`src/fptr_pkg.sv`:
```
// Purpose: Constants, carriers and table lookup for the parameter table ROM
// Assumes: Relative byte addresses are 12 bits wide
// Notes:   Bytes outside the covered span read as all ones
package fptr_pkg;

   localparam int          ADDR_W        = 12;
   localparam logic [11:0] TBL_FIRST     = 12'h310;
   localparam logic [11:0] TBL_LAST      = 12'h324;
   localparam logic [11:0] PTR_RESET     = 12'h310;
   localparam logic [11:0] PTR_STEP      = 12'h001;

   // APB byte offsets
   localparam logic [11:0] OFS_ADDR      = 12'h000;
   localparam logic [11:0] OFS_DATA      = 12'h004;
   localparam logic [11:0] OFS_STAT      = 12'h008;

   localparam logic [7:0]  BYTE_ONES     = 8'hff;
   localparam logic [7:0]  BYTE_ZERO     = 8'h00;
   localparam logic [7:0]  BYTE_CAPS     = 8'hfe;
   localparam logic [7:0]  BYTE_QCYC     = 8'h48;
   localparam logic [7:0]  BYTE_QOPC     = 8'heb;
   localparam logic [7:0]  BYTE_SECT_SZ  = 8'h14;
   localparam logic [7:0]  BYTE_SECT_OPC = 8'h20;
   localparam logic [7:0]  BYTE_BLK_SZ   = 8'h17;
   localparam logic [7:0]  BYTE_BLK_OPC  = 8'hd8;
   localparam logic [7:0]  BYTE_ETIME    = 8'ha0;

   localparam int          STAT_INRANGE  = 0;

   typedef struct packed {
      logic        write;
      logic [11:0] addr;
      logic [31:0] wdata;
   } fptr_req_s;

   function automatic logic [7:0] table_byte(input logic [11:0] a);
      logic [7:0] v;
      v = BYTE_ONES;
      case (a)
         12'h310: v = BYTE_CAPS;
         12'h316: v = BYTE_ZERO;
         12'h31a: v = BYTE_QCYC;
         12'h31b: v = BYTE_QOPC;
         12'h31c: v = BYTE_SECT_SZ;
         12'h31d: v = BYTE_SECT_OPC;
         12'h31e: v = BYTE_BLK_SZ;
         12'h31f: v = BYTE_BLK_OPC;
         12'h320: v = BYTE_ZERO;
         12'h322: v = BYTE_ZERO;
         12'h324: v = BYTE_ETIME;
         default: v = BYTE_ONES;
      endcase
      return v;
   endfunction

   function automatic logic in_table(input logic [11:0] a);
      return (a >= TBL_FIRST) && (a <= TBL_LAST);
   endfunction

endpackage

```
`src/fptr_rom.sv`:
```
// Purpose: APB-readable parameter table with auto-advancing byte pointer
// Assumes: One clock, synchronous inputs, 32-bit APB data
// Notes:   Every access answers with one wait state while CE stays high
`timescale 1ns/1ps
module fptr_rom #(
   parameter int AW = fptr_pkg::ADDR_W
) (
   input  wire logic        CLK,
   input  wire logic        RST,
   input  wire logic        CE,
   input  wire logic        PSEL,
   input  wire logic        PENABLE,
   input  wire logic        PWRITE,
   input  wire logic [11:0] PADDR,
   input  wire logic [31:0] PWDATA,
   output logic      [31:0] PRDATA,
   output logic             PREADY,
   output logic             PSLVERR
);

   if (AW != fptr_pkg::ADDR_W) begin : g_bad_aw
      $error("AW must equal the relative address width");
   end

   typedef enum logic [1:0] {
      ST_IDLE = 2'b01,
      ST_DONE = 2'b10
   } fptr_st_e;

   fptr_pkg::fptr_req_s req;
   fptr_st_e            st_ff;
   fptr_st_e            nxt_st;
   logic [11:0]         ptr_ff;
   logic [11:0]         nxt_ptr;
   logic                start;
   logic                rd_data;
   logic                wr_addr;

   assign req     = '{write: PWRITE, addr: PADDR, wdata: PWDATA};
   assign start   = PSEL && PENABLE && (st_ff == ST_IDLE);
   assign rd_data = start && !req.write && (req.addr == fptr_pkg::OFS_DATA);
   assign wr_addr = start && req.write && (req.addr == fptr_pkg::OFS_ADDR);

   always_comb begin
      nxt_st = st_ff;
      case (st_ff)
         ST_IDLE: if (start) nxt_st = ST_DONE;
         ST_DONE: nxt_st = ST_IDLE;
         default: nxt_st = ST_IDLE;
      endcase
   end

   always_ff @(posedge CLK or posedge RST) begin
      if (RST) begin
         st_ff <= ST_IDLE;
      end else if (CE) begin
         st_ff <= nxt_st;
      end
   end

   always_comb begin
      nxt_ptr = ptr_ff;
      if (wr_addr) begin
         nxt_ptr = req.wdata[11:0];
      end else if (rd_data) begin
         nxt_ptr = ptr_ff + fptr_pkg::PTR_STEP;
      end
   end

   always_ff @(posedge CLK or posedge RST) begin
      if (RST) begin
         ptr_ff <= fptr_pkg::PTR_RESET;
      end else if (CE) begin
         ptr_ff <= nxt_ptr;
      end
   end

   always_ff @(posedge CLK or posedge RST) begin
      if (RST) begin
         PREADY <= 1'b0;
      end else if (CE) begin
         PREADY <= (nxt_st == ST_DONE);
      end
   end

   // Read data and error are loaded in the cycle that raises PREADY
   always_ff @(posedge CLK or posedge RST) begin
      if (RST) begin
         PRDATA  <= '0;
         PSLVERR <= 1'b0;
      end else if (CE) begin
         if (start) begin
            PRDATA  <= '0;
            PSLVERR <= 1'b0;
            case (req.addr)
               fptr_pkg::OFS_ADDR: begin
                  if (!req.write) PRDATA <= {20'h00000, ptr_ff};
               end
               fptr_pkg::OFS_DATA: begin
                  if (req.write) begin
                     PSLVERR <= 1'b1;
                  end else begin
                     PRDATA <= {24'h000000, fptr_pkg::table_byte(ptr_ff)};
                  end
               end
               fptr_pkg::OFS_STAT: begin
                  if (req.write) begin
                     PSLVERR <= 1'b1;
                  end else begin
                     PRDATA[fptr_pkg::STAT_INRANGE] <=
                        fptr_pkg::in_table(ptr_ff);
                  end
               end
               default: PSLVERR <= 1'b1;
            endcase
         end else if (st_ff == ST_DONE) begin
            PSLVERR <= 1'b0;
         end
      end
   end
endmodule // fptr_rom

```
`config.mk`:
```
export PLATFORM = sky130hd
export DESIGN_NAME = fptr_rom
export DESIGN_NICKNAME = d
export VERILOG_FILES = /design/src/fptr_pkg.sv /design/src/fptr_rom.sv
export SDC_FILE = /design/constraint.sdc
export NUM_CORES = 1
export LEC_CHECK = 0
export BUFFER_PORTS_ARGS = -buffer_cell sky130_fd_sc_hd__buf_2
export CAP_MARGIN = 20
export CORE_UTILIZATION = 53
export CTS_CLUSTER_DIAMETER = 30
export DETAILED_ROUTE_END_ITERATION = 8
export PLACE_DENSITY = 0.85
export SYNTH_ARGS = -nofsm -noshare
export SYNTH_HDL_FRONTEND = slang
export SYNTH_SLANG_ARGS = --single-unit
```
`constraint.sdc`:
```
create_clock -name CLK -period 3.5 [get_ports CLK]
set_input_delay 0.35 -clock CLK [delete_from_list [all_inputs] [get_ports CLK]]
set_output_delay 0.35 -clock CLK [all_outputs]
set_load 0.02 [all_outputs]
```
# After elaboration in Yosys (flattened, before gate mapping)
# Cells that the tools add are included.
# Widths: inputs -> output; s select.
[classes] add_sub_neg=1 magnitude_cmp=2 n_eq_ne=16 mux=14 n_reduce_logical=16
[op_table] op="$eq 12x10->1 const B" count=11
[op_table] op="$pmux 8 s9" count=1
[op_table] op="$pmux 31 s2" count=1
[op_table] op="$mux 12" count=3
[op_table] op="$add 12x1->12 const B" count=1
[op_table] op="$eq 12x3->1 const B" count=1
[op_table] op="$eq 12x4->1 const B" count=1
[op_table] op="$ge 12x10->1 const B" count=1
[op_table] op="$le 12x10->1 const B" count=1
[op_table] op="$logic_not 12->1" count=1
[op_table] op="$mux 8" count=1
[op_table] op="$logic_and 1x1->1" count=7
[op_table] op="$reduce_and 2->1" count=3
[op_table] op="$eq 2x2->1 const B" count=2
[op_table] op="$mux 1" count=4
[op_table] op="$mux 2" count=2
[op_table] op="$reduce_bool 2->1" count=2
[op_table] op="$pmux 1 s3" count=1
[op_table] op="$reduce_or 3->1" count=1
[op_table] op="$eq 2x1->1 const B" count=1
[op_table] op="$pmux 1 s2" count=1
[op_table] op="$reduce_or 2->1" count=1
[op_table] op="$logic_not 1->1" count=1
[word_totals] regBits=48 in_bits=50 out_inout_bits=34 word_cells=54

# Longest topological paths before layout
[logic_depth] depth_word=6 mapped_depth=8 depth_no_buf=7

# Worst setup path after synthesis
# Ideal clock, no wire load.
[synth_timing] path_type="flip-flop to flip-flop" startpoint="register ptr_ff[0]" endpoint="register PRDATA[5]" setup_time_ps=82 arrival_time_ps=1841 required_ps=3418 slack_ps=1577 path_stages_with_launch=8 path_buffers=0 synth_period_minus_slack_ps=1923 cell_sequence="dfrtp_1 > inv_1 > ha_1 > or4b_1 > o311a_1 > a22oi_2 > o21ai_0 > a31oi_1"
[synth_between] elab_chain_cells=5 word_cells_on_any_way=15 classes_between="11 x eq/ne; 3 x mux; 1 x reduce/logical"
[synth_rtl] item="from (decl)" line="fptr_rom.sv:33" source="logic [11:0] ptr_ff;"
[synth_rtl] item="from (signal assigned)" line="fptr_rom.sv:72" source="ptr_ff <= fptr_pkg::PTR_RESET;"
[synth_rtl] item="from (signal assigned)" line="fptr_rom.sv:74" source="ptr_ff <= nxt_ptr;"
[synth_rtl] item="$eq 12x10->1" line="fptr_pkg.sv:39" source="case (a)"
[synth_rtl] item="$reduce_or 3->1 (no line)"
[synth_rtl] item="$pmux 8 s9 (*)" line="fptr_pkg.sv:39"
[synth_rtl] item="$mux 8 (*)" line="fptr_rom.sv:100" source="if (req.write) begin"
[synth_rtl] item="$pmux 31 s2 (*)" line="fptr_rom.sv:95" source="case (req.addr)"
[synth_rtl] item="to (signal assigned)" line="fptr_rom.sv:97" source="if (!req.write) PRDATA <= {20'h00000, ptr_ff};"
[synth_rtl] item="to (signal assigned)" line="fptr_rom.sv:103" source="PRDATA <= {24'h000000, fptr_pkg::table_byte(ptr_ff)};"
[synth_rtl] item="to (signal, indexed assignment)" line="fptr_rom.sv:110" source="PRDATA[fptr_pkg::STAT_INRANGE] <="
[synth_rtl] item="to (decl)" line="fptr_rom.sv:16" source="output logic [31:0] PRDATA,"
# Every way passes the cells marked *; elsewhere a longest branch is shown, timed or not.
# A chain may end at the register's enable or synchronous reset.

# Worst setup path in the final report
[layout_timing] startpoint="register ptr_ff[2]" endpoint="register ptr_ff[10]"
[layout_between] elab_chain_cells=3
[layout_rtl] item="$add 12x1->12" line="fptr_rom.sv:66" source="nxt_ptr = ptr_ff + fptr_pkg::PTR_STEP;"
[layout_rtl] item="$mux 12" line="fptr_rom.sv:65" source="end else if (rd_data) begin"
[layout_rtl] item="$mux 12" line="fptr_rom.sv:63" source="if (wr_addr) begin"
# No other way between the ends. The select of a mux whose other input is x is not followed.

==> qor_table.md <==
| Result | Value |
|---|---|
| Routed wire per std cell | 14.0 µm |
| Critical-path cell list | nand3_1 > or3_1 > a2111oi_0 > a21oi_1 > o22ai_1 |
| Synthesized instance count | 255 |
| Cell with the most instances after synthesis | sky130_fd_sc_hd__nand2_1 |
| Maximum clock frequency | 425 MHz |
| Worst path buffer plus inverter count | 0 |
| Leakage Power | 1.11 nW |
| Power per cell area | 289 nW/µm² |
| Post-route cell area | 2320 µm² |
| Crit. path cell count | 5 |
| Number of register bits inferred by synthesis | 28 |
| Fraction of power spent switching nets | 0.280 |
| Kind of cell adding the most delay to the critical path | simple AND/OR/NAND/NOR gates |
| Worst voltage drop across the vdd grid | 0.160 mV |
| Initial Utilization | 0.565 |
| Total number of clock tree sinks | 28 |
| Setup clock skew after layout | 0.00224 ns |
| Path category of the worst min-delay check | input port to async pin |
| Data required time of the worst path | 3.69 ns |
| Crit share post-route | 0.672 |
| Most used DFF post-synth | sky130_fd_sc_hd__dfrtp_1 |
| DIE AREA | 4250 µm² |
| Yosys warning total | 0 |
| Post-synth EDFFs | 0 |
| Number of global-route vias before repair | 1709 |
| Fraction of layout cells with a size suffix above 1 | 0.231 |
| Maximum buffer depth of the clock tree | 2 |
| Overall Global Routing Usage | 0.229 |
| Clock root buffer master | sky130_fd_sc_hd__clkbuf_8 |
| Layout-stage area growth over the synthesis result | 9.58% |
| Half-perimeter wire length of the detailed placement result | 3.41 mm |
| Number of design-rule violations left by the first detailed-router iteration | 136 |
| Most frequent cells after synthesis | sky130_fd_sc_hd__nand2_1 (25), sky130_fd_sc_hd__dfrtp_1 (24), sky130_fd_sc_hd__buf_4 (21) |
| Wire length of the first global-routing pass | 7.65 mm |
| Slowest cell on the critical path | sky130_fd_sc_hd__dfrtp_1 |
| Layout filler cell count | 354 |
| H-tree depth | 1 |
| Part of the power in registers | 0.523 |
| CTS tree | done |
| RD Place Congestion | 0.925 |
| Type of origin of the critical path | register |
| Worst slew pin tran | 0.515 ns |
| Antenna-violating nets left | 0 |
| Proportion of power drawn by the clock network | 0.303 |
| Worst path max stage delay | 0.68 ns |
| Outcome | complete, no violations |
| Post-cts resize count | 0 |
| Reg2Reg Setup Slack | 1.15 ns |
| Avg Inst Size Synth | 8.30 µm² |
| Sequential Area | 706 µm² |
| Per-cell via count in the routed design | 5.79 |
| Portion of synthesized cell area occupied by the leading cell type | 0.284 |
| Critical Path Sink Type | register |
| Fraction of the yosys area taken by sequential cells | 0.334 |
| Post-synthesis instance area | 2120 µm² |
| Floorplan die width | 65.2 µm |
| Clock network latency to the later pin of the worst-skew pair | 0.28 ns |
| Remaining Overflow, GRT | 0 |
| # DRC | 0 |
| Buffers on Ports | 43 |
| Quantity of hold-fixing buffers added after cts | 0 |
| Aggregate negative setup slack | 0 ns |
| Number of slew-limit violations in the final report | 0 |
| Area of the core region | 3740 µm² |
| CP Class | register to register |
| Clock transition at the registers of the reported paths | 0.09 ns |
| Data arrival time of the worst path | 2.54 ns |
| Worst slack, placed | 1.22 ns |
| Number of antenna violations at the first check in global routing | 0 |
| Cell Int Power | 0.000482 W |
| Max-Slew Margin vs Limit | 0.648 |
| Inserted Clock Buffers | 3 |
| Number of core rows | 22 |
| Maximum number of pins on one net before global-route repair | 29 |
| Logic pwr share | 0.174 |
| I/O pin cnt | 84 |
| Share of synthesized flip-flops with an asynchronous set or reset | 1.00 |
| Number of setup buffers added after CTS | 0 |
| Ranking of synthesized cells by area | sky130_fd_sc_hd__dfrtp_1 (28%), sky130_fd_sc_hd__buf_4 (7.5%), sky130_fd_sc_hd__dfstp_2 (5.0%) |
| Routed vias | 1933 |
| Final Hold Violating Endpoints | 0 |
| Top cell type by total area after synthesis | sky130_fd_sc_hd__dfrtp_1 |
| Combined area of the multi-input logic cells | 1210 µm² |
| First-pass DRT Iterations | 4 |
| Final critical delay including setup and external delays | 2.35 ns |
| Number of antenna cells inserted | 0 |
| Final worst setup slack | 1.15 ns |
| Path depth of the worst reg2reg path | 5 |
| End-of-flow core utilization | 0.619 |
| Placement Cell Area | 2240 µm² |
| Layout net count | 341 |
| Count of endpoints failing setup in the final report | 0 |
| Count of max-cap constraint violations | 0 |
| Final worst hold slack | 0.0966 ns |
| Final WL | 4.68 mm |
| Crit Path Max Fanout | 20 |
| Net load switching power | 0.000188 W |
| Chip Height | 65.2 µm |
| Unique masters post-synth | 57 |
| Setup repair after global routing missed its margin | no |
-- stage by stage --
step           power [W]  cells
5_1_grt         0.000702    334
2_1_floorplan   0.000445    274
4_1_cts         0.000675    333
3_3_place_gp    0.000466    329
3_5_place_dp    0.000471    329
6_report        0.000670    334
-- worst paths after layout --
check	startpoint	endpoint
setup / recovery	ptr_ff[2]$_DFFE_PP0P_	ptr_ff[10]$_DFFE_PP0P_
max in group asynchronous	RST	st_ff[0]$_DFFE_PP1P_
setup reg to reg	ptr_ff[2]$_DFFE_PP0P_	ptr_ff[10]$_DFFE_PP0P_
min in group CLK	CE	st_ff[1]$_DFFE_PP0P_
hold / removal	RST	ptr_ff[10]$_DFFE_PP0P_
hold reg to reg	PRDATA[11]$_DFFE_PP0P_	PRDATA[11]$_DFFE_PP0P_
-- logic make-up after synthesis --
group	Yosys count	share of synthesized area
adder cells (fa/ha/maj)	4	0.0237
AO/OA/AOI/OAI	68	0.214
other	1	0.00177
buffers and inverters	48	0.130
flip-flops	28	0.334
multiplexers	7	0.0331
AND/OR/NAND/NOR	98	0.260
XOR/XNOR	1	0.00414
-- routing by layer --
metal	wire, µm	track usage
met5	0	0
met4	64	0.0679
met3	302	0.0330
met2	2180	0.390
met1	2140	0.298
-- layout make-up --
cell class	count	share of cell area
Clock buffer	4	0.0237
Inverter	11	0.0178
Multi-Input combinational cell	198	0.520
Sequential cell	28	0.304
Tap cell	48	0.0259
Timing Repair Buffer	45	0.108
-- state kept, by name, summed over array words and instances (netlist names) --
name	cells
PRDATA	12
PREADY	1
PSLVERR	1
ptr_ff	12
st_ff	2
-- power by group through the flow --
stage	Sequential, W	Clock, W	Combinational [W]
2_1_floorplan	0.000376	0	0.0000690
3_3_place_gp	0.000356	0	0.000111
3_5_place_dp	0.000358	0	0.000113
4_1_cts	0.000352	0.000210	0.000113
5_1_grt	0.000353	0.000221	0.000128
6_report	0.000351	0.000203	0.000117
-- layout by cell type, fill, tap and decap left out, drive strengths merged, types with 2 or more instances in the layout --
cell type / n
inv: 11
dfstp: 4
nor2: 15
or2: 2
a31oi: 5
and2: 6
o22ai: 5
a2bb2oi: 5
ha: 4
a211oi: 4
a211o: 2
or4b: 2
a2111oi: 2
mux2i: 7
o211ai: 2
and3: 6
clkbuf: 4
and4: 2
nor3b: 3
or3: 3
o31ai: 2
nor3: 4
nor4b: 2
dfrtp: 24
nor4: 4
nand4: 3
buf: 45
nand2: 26
nand3: 12
conb: 20
o21ai: 12
nand2b: 3
a21oi: 20
Power figures use the tool's default switching activity.
